==> config.mk <==
export PLATFORM = sky130hd
export DESIGN_NAME = rps_sequencer
export DESIGN_NICKNAME = d
export VERILOG_FILES = /design/src/rps_pkg.sv /design/src/rps_buffer.sv /design/src/rps_sequencer.sv /design/src/rps_sync.sv
export SDC_FILE = /design/constraint.sdc
export NUM_CORES = 2
export LEC_CHECK = 0
export ABC_AREA = 1
export BUFFER_PORTS_ARGS = -buffer_cell sky130_fd_sc_hd__clkbuf_2
export CAP_MARGIN = 20
export CORE_ASPECT_RATIO = 0.8
export CORE_UTILIZATION = 30
export CTS_CLUSTER_SIZE = 8
export DETAILED_ROUTE_END_ITERATION = 7
export PLACE_DENSITY = 0.41
export SKIP_LAST_GASP = 1
export SLEW_MARGIN = 20
export SYNTH_ARGS = -nofsm -noshare
export SYNTH_HDL_FRONTEND = slang
export SYNTH_SLANG_ARGS = --single-unit
==> constraint.sdc <==
create_clock -name i_clock -period 21.9 [get_ports i_clock]
set_input_delay 1.095 -clock i_clock [delete_from_list [all_inputs] [get_ports i_clock]]
set_output_delay 1.095 -clock i_clock [all_outputs]
set_load 0.03 [all_outputs]
==> src/rps_pkg.sv <==
// Shared constants and types of the radio packet sequencer
package rps_pkg;
  localparam int          RPS_BUF_DEPTH  = 256;
  localparam int          RPS_AW         = 8;
  localparam logic [8:0]  RPS_CLR_LAST   = 9'h0FF;
  // Register byte offsets
  localparam logic [7:0]  OFF_MODE       = 8'h00;
  localparam logic [7:0]  OFF_FLAGS      = 8'h04;
  localparam logic [7:0]  OFF_ACC_PTR    = 8'h08;
  localparam logic [7:0]  OFF_DATA       = 8'h0C;
  localparam logic [7:0]  OFF_TX_START   = 8'h10;
  localparam logic [7:0]  OFF_RX_START   = 8'h14;
  localparam logic [7:0]  OFF_LAST_START = 8'h18;
  localparam logic [7:0]  OFF_RX_COUNT   = 8'h1C;
  localparam logic [7:0]  OFF_RX_WPOS    = 8'h20;
  localparam logic [7:0]  OFF_TX_SIZE    = 8'h24;
  localparam logic [7:0]  OFF_WIN_LEN    = 8'h28;
  localparam logic [7:0]  OFF_PRE_LEN    = 8'h2C;
  // Mode codes
  localparam logic [2:0]  MODE_SLEEP     = 3'h0;
  localparam logic [2:0]  MODE_STANDBY   = 3'h1;
  localparam logic [2:0]  MODE_TX_SYNTH  = 3'h2;
  localparam logic [2:0]  MODE_TX        = 3'h3;
  localparam logic [2:0]  MODE_RX_SYNTH  = 3'h4;
  localparam logic [2:0]  MODE_RX_CONT   = 3'h5;
  localparam logic [2:0]  MODE_RX_SINGLE = 3'h6;
  // Event flag bit positions
  localparam int          FLG_TX_DONE    = 0;
  localparam int          FLG_RX_DONE    = 1;
  localparam int          FLG_EXPIRED    = 2;
  localparam int          FLG_CHK_FAIL   = 3;
  localparam int          FLG_HDR_OK     = 4;
  // Reset values
  localparam logic [7:0]  RST_TX_START   = 8'h80;
  localparam logic [7:0]  RST_RX_START   = 8'h00;
  localparam logic [7:0]  RST_TX_SIZE    = 8'h01;
  localparam logic [9:0]  RST_WIN_LEN    = 10'h005;
  localparam logic [15:0] RST_PRE_LEN    = 16'h0008;
  localparam int          RPS_LINK_W     = 16;

  typedef enum logic [1:0] {RX_IDLE, RX_SEARCH, RX_PREAMBLE, RX_PAYLOAD} rps_rx_state_t;

  // Modem-side signals, sampled at each rising edge of the link clock
  typedef struct packed {
    logic       lclk;
    logic       pre_det;
    logic       hdr_ok;
    logic       byte_valid;
    logic [7:0] rx_byte;
    logic       rx_end;
    logic       crc_bad;
    logic       tx_take;
    logic       tx_end;
  } rps_link_t;
endpackage

==> src/rps_buffer.sv <==
// 256-byte packet buffer, one write port and two read ports
`timescale 1ns/10ps
module rps_buffer import rps_pkg::*; (
  input  wire logic              i_clock,
  input  wire logic              i_we,
  input  wire logic [RPS_AW-1:0] i_waddr,
  input  wire logic [7:0]        i_wdata,
  input  wire logic [RPS_AW-1:0] i_raddr_a,
  output logic      [7:0]        o_rdata_a,
  input  wire logic [RPS_AW-1:0] i_raddr_b,
  output logic      [7:0]        o_rdata_b
);
  logic [7:0] mem [RPS_BUF_DEPTH];

  always_ff @(posedge i_clock) begin
    if (i_we) begin
      mem[i_waddr] <= i_wdata;
    end
  end

  assign o_rdata_a = mem[i_raddr_a];
  assign o_rdata_b = mem[i_raddr_b];
endmodule

==> src/rps_sequencer.sv <==
// Packet sequencer: modes, event flags, packet buffer pointers, APB registers
`timescale 1ns/10ps
// Function
// (RULE_01) Host changes configuration only in idle modes
// (RULE_02) Host loads transmit bytes only in standby
// (RULE_03) Transmit sends packet, flags, returns standby
// (RULE_04) Host sets pointer, writes payload size bytes
// (RULE_05) Single receive window expiry flags, goes standby
// (RULE_06) Receive end flags, check fail, bytes kept
// (RULE_07) Single receive ends: RF off, standby
// (RULE_08) Preamble fixes gain; header flag raised
// (RULE_09) Host resets pointer and reselects single receive
// (RULE_10) Continuous receive searches again after packet
// (RULE_11) Overlong preamble dropped silently, search restarts
// (RULE_12) Continuous timeout flags but keeps mode
// (RULE_13) Continuous packets stored back to back
// (RULE_14) Continuous receive flags and stays after packet
// (RULE_15) Status kept only for latest packet
// (RULE_16) Host discards packets showing error flags
// (RULE_17) Received byte count tracks current packet
// (RULE_18) Host reads from last packet start
// (RULE_19) Host may read from write position minus count
// (RULE_20) Write position shows next receive address
// (RULE_21) Host filters address after four bytes
// (RULE_22) 256-byte buffer, refused in sleep
// (RULE_23) Data port access advances pointer
// (RULE_24) Sleep entry clears buffer contents
// (RULE_25) Eight-bit pointers wrap to zero
module rps_sequencer import rps_pkg::*; (
  input  wire logic        i_clock,
  input  wire logic        i_srst,
  input  wire logic        i_psel,
  input  wire logic        i_penable,
  input  wire logic        i_pwrite,
  input  wire logic [7:0]  i_paddr,
  input  wire logic [31:0] i_pwdata,
  output logic      [31:0] o_prdata,
  output logic             o_pready,
  output logic             o_pslverr,
  input  wire rps_link_t   i_link,
  output logic             o_rf_en,
  output logic             o_pll_en,
  output logic             o_pa_en,
  output logic             o_gain_hold,
  output logic      [7:0]  o_tx_byte,
  output logic      [7:0]  o_tx_size
);
  rps_link_t     lk;
  rps_rx_state_t rx_state_reg;
  logic [2:0]  mode_reg, mode_prev_reg;
  logic [4:0]  flags_reg;
  logic [7:0]  acc_ptr_reg, tx_ptr_reg, tx_start_reg, rx_start_reg, tx_size_reg;
  logic [7:0]  wpos_reg, cur_start_reg, last_start_reg, rx_count_reg;
  logic [9:0]  win_len_reg, win_cnt_reg;
  logic [15:0] pre_len_reg, pre_cnt_reg;
  logic        lclk_prev_reg, enter_reg, fired_reg, clr_active_reg;
  logic [8:0]  clr_addr_reg;
  logic        pready_reg, pslverr_reg;
  logic [31:0] prdata_reg, rdata_mux;
  logic [7:0]  buf_rd, tx_rd, buf_wdata, buf_waddr;
  logic        tick, rx_on, single, cont, access, data_acc, stall, xfer, wr, mapped;
  logic        mode_wr, mode_legal, rx_byte_evt, rx_end_evt, hdr_evt, tx_end_evt;
  logic        expire_evt, buf_we;
  logic [4:0]  flag_set, flag_clr;

  rps_sync #(.W(RPS_LINK_W)) u_sync (
    .i_clock (i_clock),
    .i_srst  (i_srst),
    .i_async (i_link),
    .o_sync  (lk)
  );

  assign tick        = lk.lclk & ~lclk_prev_reg;
  assign single      = (mode_reg == MODE_RX_SINGLE);
  assign cont        = (mode_reg == MODE_RX_CONT);
  assign rx_on       = single | cont;
  assign access      = i_psel & i_penable & ~pready_reg;
  assign data_acc    = access & (i_paddr == OFF_DATA);
  assign rx_byte_evt = tick & lk.byte_valid & (rx_state_reg == RX_PAYLOAD);
  assign rx_end_evt  = tick & lk.rx_end & (rx_state_reg == RX_PAYLOAD);
  assign hdr_evt     = tick & lk.hdr_ok & (rx_state_reg == RX_PREAMBLE);
  assign tx_end_evt  = tick & lk.tx_end & (mode_reg == MODE_TX);
  // Buffer port yields to the modem and to the clearing sweep
  assign stall       = data_acc & (mode_reg != MODE_SLEEP) & (rx_byte_evt | clr_active_reg);
  assign xfer        = access & ~stall;
  assign wr          = xfer & i_pwrite;
  assign mode_legal  = (i_pwdata[2:0] <= MODE_RX_SINGLE);
  assign mode_wr     = wr & (i_paddr == OFF_MODE) & mode_legal;
  // (RULE_05) window expiry while searching
  assign expire_evt  = tick & rx_on & ~fired_reg & (rx_state_reg == RX_SEARCH)
                       & (win_cnt_reg >= win_len_reg);

  // Buffer write port: clear sweep, then modem, then host
  always_comb begin
    buf_we    = 1'b0;
    buf_waddr = acc_ptr_reg;
    buf_wdata = i_pwdata[7:0];
    if (clr_active_reg) begin
      buf_we    = 1'b1;
      buf_waddr = clr_addr_reg[7:0];
      buf_wdata = 8'h00;
    end else if (rx_byte_evt) begin
      buf_we    = 1'b1;
      buf_waddr = wpos_reg;
      buf_wdata = lk.rx_byte;
    end else if (wr && data_acc && mode_reg != MODE_SLEEP) begin
      buf_we    = 1'b1;
    end
  end

  rps_buffer u_buf (
    .i_clock   (i_clock),
    .i_we      (buf_we),
    .i_waddr   (buf_waddr),
    .i_wdata   (buf_wdata),
    .i_raddr_a (acc_ptr_reg),
    .o_rdata_a (buf_rd),
    .i_raddr_b (tx_ptr_reg),
    .o_rdata_b (tx_rd)
  );

  always_comb begin
    mapped    = 1'b1;
    rdata_mux = 32'h0000_0000;
    unique case (i_paddr)
      OFF_MODE:       rdata_mux[2:0] = mode_reg;
      OFF_FLAGS:      rdata_mux[4:0] = flags_reg;
      OFF_ACC_PTR:    rdata_mux[7:0] = acc_ptr_reg;
      OFF_DATA:       rdata_mux[7:0] = buf_rd;
      OFF_TX_START:   rdata_mux[7:0] = tx_start_reg;
      OFF_RX_START:   rdata_mux[7:0] = rx_start_reg;
      OFF_LAST_START: rdata_mux[7:0] = last_start_reg;
      OFF_RX_COUNT:   rdata_mux[7:0] = rx_count_reg;
      OFF_RX_WPOS:    rdata_mux[7:0] = wpos_reg;
      OFF_TX_SIZE:    rdata_mux[7:0] = tx_size_reg;
      OFF_WIN_LEN:    rdata_mux[9:0] = win_len_reg;
      OFF_PRE_LEN:    rdata_mux[15:0] = pre_len_reg;
      default:        mapped = 1'b0;
    endcase
  end

  // APB answer one cycle after the access phase starts, later while a data access is stalled
  always_ff @(posedge i_clock) begin
    if (i_srst) begin
      pready_reg  <= 1'b0;
      pslverr_reg <= 1'b0;
      prdata_reg  <= 32'h0000_0000;
    end else begin
      pready_reg  <= xfer;
      // (RULE_22) data port refused in sleep
      pslverr_reg <= xfer & (~mapped | (data_acc & (mode_reg == MODE_SLEEP)));
      prdata_reg  <= (xfer && !i_pwrite && mapped) ? rdata_mux : 32'h0000_0000;
    end
  end

  // Configuration registers
  always_ff @(posedge i_clock) begin
    if (i_srst) begin
      tx_start_reg <= RST_TX_START;
      rx_start_reg <= RST_RX_START;
      tx_size_reg  <= RST_TX_SIZE;
      win_len_reg  <= RST_WIN_LEN;
      pre_len_reg  <= RST_PRE_LEN;
    end else if (wr) begin
      if (i_paddr == OFF_TX_START) tx_start_reg <= i_pwdata[7:0];
      if (i_paddr == OFF_RX_START) rx_start_reg <= i_pwdata[7:0];
      if (i_paddr == OFF_TX_SIZE)  tx_size_reg  <= i_pwdata[7:0];
      if (i_paddr == OFF_WIN_LEN)  win_len_reg  <= i_pwdata[9:0];
      if (i_paddr == OFF_PRE_LEN)  pre_len_reg  <= i_pwdata[15:0];
    end
  end

  // Mode: host request wins over the automatic return
  always_ff @(posedge i_clock) begin
    if (i_srst) begin
      mode_reg      <= MODE_SLEEP;
      mode_prev_reg <= MODE_SLEEP;
      enter_reg     <= 1'b0;
      lclk_prev_reg <= 1'b0;
    end else begin
      mode_prev_reg <= mode_reg;
      lclk_prev_reg <= lk.lclk;
      enter_reg     <= mode_wr & ((i_pwdata[2:0] == MODE_RX_SINGLE)
                       | ((i_pwdata[2:0] == MODE_RX_CONT) & ~cont));
      if (mode_wr) begin
        mode_reg <= i_pwdata[2:0];
      // (RULE_03) return to standby after transmit
      end else if (tx_end_evt) begin
        mode_reg <= MODE_STANDBY;
      // (RULE_07) (RULE_14) only single receive returns
      end else if (single && (rx_end_evt || expire_evt)) begin
        mode_reg <= MODE_STANDBY;
      end
    end
  end

  // Event flags: write one to clear, a new event wins
  always_comb begin
    flag_set = 5'h00;
    flag_set[FLG_TX_DONE]  = tx_end_evt;
    flag_set[FLG_RX_DONE]  = rx_end_evt;
    flag_set[FLG_EXPIRED]  = expire_evt;
    flag_set[FLG_CHK_FAIL] = rx_end_evt & lk.crc_bad;
    flag_set[FLG_HDR_OK]   = hdr_evt;
    flag_clr = (wr && i_paddr == OFF_FLAGS) ? i_pwdata[4:0] : 5'h00;
  end

  always_ff @(posedge i_clock) begin
    if (i_srst) begin
      flags_reg <= 5'h00;
    end else begin
      // (RULE_06) check fail raised with receive end
      flags_reg <= (flags_reg & ~flag_clr) | flag_set;
    end
  end

  // Receive sequencing
  always_ff @(posedge i_clock) begin
    if (i_srst || !rx_on) begin
      rx_state_reg <= RX_IDLE;
    end else if (enter_reg) begin
      rx_state_reg <= RX_SEARCH;
    end else begin
      unique case (rx_state_reg)
        RX_IDLE:   rx_state_reg <= RX_SEARCH;
        RX_SEARCH: if (tick && lk.pre_det) rx_state_reg <= RX_PREAMBLE;
        RX_PREAMBLE: begin
          // (RULE_08) header accepted in either receive mode
          if (hdr_evt) begin
            rx_state_reg <= RX_PAYLOAD;
          // (RULE_11) overlong preamble dropped without flag
          end else if (cont && tick && pre_cnt_reg > pre_len_reg) begin
            rx_state_reg <= RX_SEARCH;
          end
        end
        RX_PAYLOAD: begin
          // (RULE_10) continuous mode searches again
          if (rx_end_evt) rx_state_reg <= cont ? RX_SEARCH : RX_IDLE;
        end
      endcase
    end
  end

  // Preamble length and receive window counters
  always_ff @(posedge i_clock) begin
    if (i_srst || !rx_on || enter_reg) begin
      pre_cnt_reg <= 16'h0000;
      win_cnt_reg <= 10'h000;
      fired_reg   <= 1'b0;
    end else begin
      if (rx_state_reg != RX_PREAMBLE) pre_cnt_reg <= 16'h0000;
      else if (tick)                   pre_cnt_reg <= pre_cnt_reg + 16'h0001;
      if (tick && !fired_reg)          win_cnt_reg <= win_cnt_reg + 10'h001;
      // (RULE_12) timeout fires once, mode unchanged
      if (expire_evt)                  fired_reg <= 1'b1;
    end
  end

  // Receive write position and packet status
  always_ff @(posedge i_clock) begin
    if (i_srst) begin
      wpos_reg       <= RST_RX_START;
      cur_start_reg  <= RST_RX_START;
      last_start_reg <= RST_RX_START;
      rx_count_reg   <= 8'h00;
    end else begin
      // (RULE_13) write position kept across continuous packets
      if (enter_reg)        wpos_reg <= rx_start_reg;
      // (RULE_20) (RULE_25) next receive address, wraps
      else if (rx_byte_evt) wpos_reg <= wpos_reg + 8'h01;
      if (hdr_evt)          cur_start_reg <= wpos_reg;
      // (RULE_15) status of latest packet only
      if (rx_end_evt)       last_start_reg <= cur_start_reg;
      // (RULE_17) bytes of current packet so far
      if (hdr_evt)          rx_count_reg <= 8'h00;
      else if (rx_byte_evt) rx_count_reg <= rx_count_reg + 8'h01;
    end
  end

  // Host access pointer and transmit read pointer
  always_ff @(posedge i_clock) begin
    if (i_srst) begin
      acc_ptr_reg <= 8'h00;
      tx_ptr_reg  <= RST_TX_START;
    end else begin
      if (wr && i_paddr == OFF_ACC_PTR) begin
        acc_ptr_reg <= i_pwdata[7:0];
      // (RULE_23) data port advances pointer, wraps
      end else if (xfer && data_acc && mode_reg != MODE_SLEEP) begin
        acc_ptr_reg <= acc_ptr_reg + 8'h01;
      end
      if (mode_wr && i_pwdata[2:0] == MODE_TX) tx_ptr_reg <= tx_start_reg;
      else if (tick && lk.tx_take && mode_reg == MODE_TX) tx_ptr_reg <= tx_ptr_reg + 8'h01;
    end
  end

  // Clearing sweep on reset and on every entry to sleep
  always_ff @(posedge i_clock) begin
    if (i_srst) begin
      clr_active_reg <= 1'b1;
      clr_addr_reg   <= 9'h000;
    // (RULE_24) sleep entry zeroes the buffer
    end else if (mode_reg == MODE_SLEEP && mode_prev_reg != MODE_SLEEP) begin
      clr_active_reg <= 1'b1;
      clr_addr_reg   <= 9'h000;
    end else if (clr_active_reg) begin
      clr_active_reg <= (clr_addr_reg != RPS_CLR_LAST);
      clr_addr_reg   <= clr_addr_reg + 9'h001;
    end
  end

  // Radio controls
  always_ff @(posedge i_clock) begin
    if (i_srst) begin
      o_rf_en     <= 1'b0;
      o_pll_en    <= 1'b0;
      o_pa_en     <= 1'b0;
      o_gain_hold <= 1'b0;
      o_tx_byte   <= 8'h00;
      o_tx_size   <= RST_TX_SIZE;
    end else begin
      // (RULE_03) PA only for the packet; RF also in receive, PLL also in receive and both synth modes
      o_rf_en     <= rx_on | (mode_reg == MODE_TX);
      o_pa_en     <= (mode_reg == MODE_TX);
      o_pll_en    <= rx_on | (mode_reg == MODE_TX) | (mode_reg == MODE_TX_SYNTH)
                     | (mode_reg == MODE_RX_SYNTH);
      o_gain_hold <= (rx_state_reg == RX_PREAMBLE) | (rx_state_reg == RX_PAYLOAD);
      o_tx_byte   <= tx_rd;
      o_tx_size   <= tx_size_reg;
    end
  end

  assign o_prdata  = prdata_reg;
  assign o_pready  = pready_reg;
  assign o_pslverr = pslverr_reg;
endmodule

==> src/rps_sync.sv <==
// Two-stage synchroniser for a vector of modem inputs
`timescale 1ns/10ps
module rps_sync #(
  parameter int W = 1
) (
  input  wire logic         i_clock,
  input  wire logic         i_srst,
  input  wire logic [W-1:0] i_async,
  output logic      [W-1:0] o_sync
);
  genvar g;
  generate
    for (g = 0; g < W; g++) begin : g_bit
      logic stage1_reg;
      logic stage2_reg;
      always_ff @(posedge i_clock) begin
        if (i_srst) begin
          stage1_reg <= 1'b0;
          stage2_reg <= 1'b0;
        end else begin
          stage1_reg <= i_async[g];
          stage2_reg <= stage1_reg;
        end
      end
      assign o_sync[g] = stage2_reg;
    end
  endgenerate
endmodule

Word-level counts from Yosys, hierarchy flattened
Memories as Yosys holds them, arrays and structs flattened. A register that Yosys moved wholly into a read port is not among the register bits.
Index checks and enable logic that the tools add are counted.
- equal/unequal tests: 30
- add/sub/neg operators: 7
- reductions and logical operators: 46
- bitwise operators: 46
- $lt $le $gt $ge: 3
- multiplexer cells: 34
- operators by type and width (cell ; count):
    two-way mux 8 bit ; 12
    one-hot mux 3 bit (12 select lines) ; 1
    adder 8 x 1 -> 8 bit, second input constant ; 4
    == test 8 x 5 -> 1 bit, second input constant ; 4
    == test 8 x 6 -> 1 bit, second input constant ; 4
    one-hot mux 3 bit (10 select lines) ; 1
    AND 1 bit ; 27
    one-hot mux 2 bit (11 select lines) ; 1
    logical AND 1 bit ; 17
    adder 16 x 1 -> 16 bit, second input constant ; 1
    == test 8 x 4 -> 1 bit, second input constant ; 2
    greater-than comparator 16 bit ; 1
    == test 3 bit, second input constant ; 5
    OR reduction 12 bit ; 1
    adder 10 x 1 -> 10 bit, second input constant ; 1
    >= comparator 10 bit ; 1
    AND reduction 2 bit ; 5
    OR reduction 2 bit ; 5
    adder 9 x 1 -> 9 bit, second input constant ; 1
    == test 3 x 2 -> 1 bit, second input constant ; 3
    two-way mux 1 bit ; 9
    two-way mux 3 bit ; 3
    != test 9 x 8 -> 1 bit, second input constant ; 1
    nonzero test 3 bit ; 3
    26 further kinds ; 53
- register bits: 228
- input port bits: 61
- memories kept: 1
- output and inout port bits: 54
- RAM bits: 2048
- logic and storage cells: 232
- memory list (name ; words ; bits a word ; rd ports ; clocked after memory_dff ; wr ports ; line ; text):
    u_buf.mem ; 256 ; 8 ; 2 ; 2 ; 1 ; rps_buffer.sv:13 ; logic [7:0] mem [RPS_BUF_DEPTH];

Depth between registers and ports, before layout
- word-level depth: 16
- gate-level depth with buffers: 18
- depth with buffers taken out: 18

Hierarchy
From an unflattened synthesis, not the netlist that was laid out.
- cell total of the unflattened synthesis: 12932
- area total of the unflattened synthesis: 113676.5 sq um
- by module, submodules not included (module ; seq. area each (sq um) ; area an instance (sq um) ; cells each ; instances):
    rps_buffer ; 61499.0 ; 103538.1 ; 11556 ; 1
    rps_sequencer ; 3763.6 ; 9103.7 ; 1261 ; 1
    rps_sync ; 640.6 ; 1034.7 ; 115 ; 1

Least setup slack after synthesis
Ideal clock, no wire load.
- path kind: register to register
- start point: register clr_active_reg
- end point: memory u_buf.mem[0][0], data pin
- path slack: 12.229 ns
- data arrival time: 8.094 ns
- path buffers: 3
- stages on the path, launching flop included: 7
- data required time: 20.323 ns
- setup time: 1.577 ns
- period minus slack after synthesis: 9.671 ns
- cells stage by stage: dfxtp_1 inv_2 clkbuf_1 buf_2 clkbuf_1 o21ai_0 a21oi_1
- word-level cells in the longest chain between the ends: 1
- ends and longest elaborated chain (element ; line ; text):
    start: declaration ; rps_sequencer.sv:56 ; logic lclk_prev_reg, enter_reg, fired_reg, clr_active_reg;
    start signal: assignment ; rps_sequencer.sv:307 ; clr_active_reg <= (clr_addr_reg != RPS_CLR_LAST);
    two-way mux 8 bit ; rps_sequencer.sv:98 ; if (clr_active_reg) begin
    via buf_wdata[0] ; rps_sequencer.sv:60 ; logic [7:0] buf_rd, tx_rd, buf_wdata, buf_waddr;
    end: declaration ; rps_buffer.sv:13 ;
The timed path passes the listed nets, and every way through them passes these cells.

==> out/results.tsv <==
stage	metric	value	unit
run_status	status	complete, but fails checks	
run_status	failing checks	DRC	
synth	Synth Area in Adders	0.383	%
synth	top cells by area, synth	edfxtp_1 (55%), nand3_1 (11%), nand2_1 (10%), o21ai_0 (4.6%), nor2_1 (4.6%)	
cts	post-cts sizing count	0	
cells_and_area	area of the multi-input gates	40300	um2
synth	largest family of logic cells by synthesized area	simple AND/OR/NAND/NOR gates	
synth	syn avg cell area	9.04	um2
cts	Post-CTS Hold Buffers	0	
synth	post-synthesis cell type count	48	
power	sw power	2.03	mW
sta	Relative slew margins	18.3	%
setup_path	CP cell instances	buf_4 > buf_12 > buf_4 > buf_4 > buf_4 > buf_4 > nand3_1 > nand3_1 > nand3_1 > nand3_1 > nand2_1 > nand2_1 > nand2_1 > nand2_1 > nand3_1 > nand3_1 > a21oi_1	
run	Max Cap Viol	0	
floorplan	Die Width	682	um
route	final wirelength	485	mm
cts	CTS clk-pin slew, worst paths	0.06	ns
cells_and_area	layout cells sized above 1	5.97	%
cells_and_area	Final nets	12002	
setup_path	setup slack, reg-to-reg	15.09	ns
setup_path	r2r worst-path depth	17	
global_routing	initial antenna violation count	23	
power	Pwr per Cell Area	76.0	nW/um2
setup_path	WP data required	22.67	ns
floorplan	I/O pin cnt	115	
setup_path	crit path max-delay cell type	buf_4	
placed_design	Port Buf Inserts	82	
cts	CTS Buffer Depth	4	
floorplan	die height	546	um
setup_path	crit path max fanout	72	
cells_and_area	Largest Register	u_buf.mem	
setup_path	critical path's most frequent cell	nand3_1	
power	VDD IR-drop max	0.0569	mV
global_routing	total congestion overflow	0	
placed_design	gpl congestion	0.904	
power	Internal	7.42	mW
synth	Yosys top cell area share	55.4	%
floorplan	DIE AREA	372000	um2
setup_path	critical path type	reg -> reg	
synth	simple-gate share of the synthesized area	25.8	%
synth	most frequent cell after synthesis	nand2_1	
min_path	Worst Hold Class	in -> reg	
cells_and_area	Area Growth Syn to Fin	12.2	%
floorplan	Core Region	368000	um2
cts	Num CTS Buffers	327	
global_routing	largest net degree at the start of global routing	176	
route	routed vias/inst	5.68	
cells_and_area	fillers	36981	
synth	FF+latch count, synth	2276	
route	Pre-Repair DR Iteration Count	8	
cts	Clock Root Buffer	clkbuf_16	
global_routing	vias in the first global route	89741	
global_routing	first-pass GRT wire length	679	mm
placed_design	HPWL Detailed	278	mm
synth	most frequent cells after synthesis	nand2_1 (2969), nand3_1 (2361), edfxtp_1 (2048), nor2_1 (1348), o21ai_0 (1023)	
setup_path	Arrival @ worst endpoint	7.59	ns
synth	sequential area share after synthesis	59.5	%
setup_path	FF-to-FF End	o_prdata[4]	
sta	Hold Fails Final Rpt	0	
route	vias	96269	
setup_path	Setup crit start kind	flop	
power	Lkg Pwr	45.2	nW
sta	fin crit share	31.1	%
cts	Skew-Pair Late Insertion Delay	0.90	ns
route	average wire per standard cell	28.6	um
min_path	Hold EP	u_sync.g_bit[15].stage1_reg	
synth	Post-Syn Instances	12280	
cells_and_area	sequential cell area	66100	um2
cells_and_area	Largest register FFs	2048	
route	drt drc	4	
sta	Clock Skew	0.0464	ns
floorplan	Initial Utilization	30.2	%
global_routing	GRT Total Usage	25.0	%
cts	Post-CTS Setup Bufs	0	
power	share of power burned in registers	49.5	%
placed_design	placed cells	16500	
cts	htree depth	5	
synth	post-synthesis mux area share	0.0101	%
min_path	worst hold stages	3	
cells_and_area	final cell count without fillers	16949	
sta	min cycle time layout	6.81	ns
sta	unrepaired setup endpoints after global routing	false	
power	Comb pwr share	1.1	%
cts	clk sinks	2276	
power	switching share of total power	21.5	%
synth	post-synthesis xor/xnor area fraction	0.221	%
setup_path	Setup crit end kind	flop	
synth	Post-synth EDFFs	2048	
power	clock power share	49.4	%
synth	post-synthesis compound-gate area fraction	9.65	%
sta	Worst-Margin Slew	1.22	ns
synth	Syn. warnings	0	
synth	asr flop ratio synth	0	%
setup_path	max incr delay on CP	0.83	ns
sta	Final setup viols	0	
synth	largest area contributor in the netlist	edfxtp_1	
synth	Post-Syn Area	111000	um2
sta	TNS Setup	0	ns
route	Routed Antenna Nets	0	
sta	Fmax achieved	0.147	GHz
sta	Max Slew Vio Count	0	
route	DR iter-0 viols	12536	
synth	Primary FF master, synth	edfxtp_1	
floorplan	Rows	199	
cts	CTS tree	yes	
min_path	Hold Startpoint	i_link[15]	
==> cell type report <==
class | instances | area share [%]
antenna | 7 | 0.0141
clock inverter | 19 | 0.166
inverter | 236 | 0.759
clock buffer | 421 | 6.96
tap | 4924 | 4.95
multi-input combinational | 8801 | 32.3
timing repair buffer | 265 | 1.71
sequential | 2276 | 53.1
==> logic make-up after synthesis <==
family                     count (synthesis)
muxes                                      1
DFF                                     2276
other                                      1
and+or+nand+nor                         6779
AOI/OAI and AO/OA                       1943
xor gates and xnor gates                  28
buffers and inverters                   1218
adders and majority gates                 34
==> critical path, delay by kind of cell, from the launching register on <==
family	cells	cell delay [ns]
buf+inv	6	3.73
simple gates	10	2.09
compound gates	1	0.11
flops	1	0.38
==> metal layers <==
layer | wire, um | global-route usage (%)
met1 | 216000 | 36.9
met2 | 204000 | 36.2
met3 | 49600 | 5.29
met4 | 15600 | 8.18
met5 | 107 | 0.103
==> worst max-delay path by stage <==
stage / from / endpoint / slack [ns] / cells past startpoint
after detailed placement: flop / o_prdata[5] / 15.42 / 17
after global routing: flop / o_prdata[4] / 15.17 / 17
final: flop / o_prdata[4] / 15.09 / 17
after CTS: flop / o_prdata[6] / 15.43 / 17
after global placement: flop / o_prdata[7] / 15.41 / 17
after floorplan: clr_active_reg / u_buf.mem[0][0] / 12.23 / 6
==> metrics by stage <==
step / cell area, um2 / power (mW) / hold slack, ns / setup slack (ns) / util (%)
2_1_floorplan: 111000 / 4.81 / 0.388 / 12.23 / -
3_3_place_gp: 116000 / 4.87 / 0.400 / 15.41 / 31.4
3_5_place_dp: 116000 / 4.87 / 0.395 / 15.42 / 31.4
4_1_cts: 124000 / 9.52 / 0.322 / 15.43 / 33.8
5_1_grt: 124000 / 9.68 / 0.375 / 15.17 / 33.8
6_report: 124000 / 9.46 / 0.385 / 15.09 / 33.8
==> power groups by stage <==
stage          Combinational, mW  Sequential, mW  Clock, mW
3_5_place_dp               0.103            4.77          0
5_1_grt                    0.109            4.68       4.90
3_3_place_gp               0.103            4.77          0
2_1_floorplan             0.0455            4.77          0
4_1_cts                    0.103            4.68       4.74
6_report                   0.107            4.68       4.67
==> cells in the final DEF, fill, tap and decap left out, types with 34 or more instances in the layout <==
| cell type | count |
|---|---|
| nor2_1 | 1332 |
| dfxtp_1 | 216 |
| clkbuf_1 | 88 |
| nand2_1 | 2966 |
| nor3_1 | 37 |
| buf_4 | 155 |
| o21ai_1 | 54 |
| a21oi_1 | 263 |
| clkbuf_16 | 333 |
| o221ai_1 | 67 |
| inv_1 | 201 |
| edfxtp_1 | 2048 |
| ha_1 | 34 |
| nand3_1 | 2360 |
| o21ai_0 | 1023 |
| clkbuf_2 | 81 |
| o22ai_1 | 465 |
No activity file was read; power rests on OpenSTA's default activity.
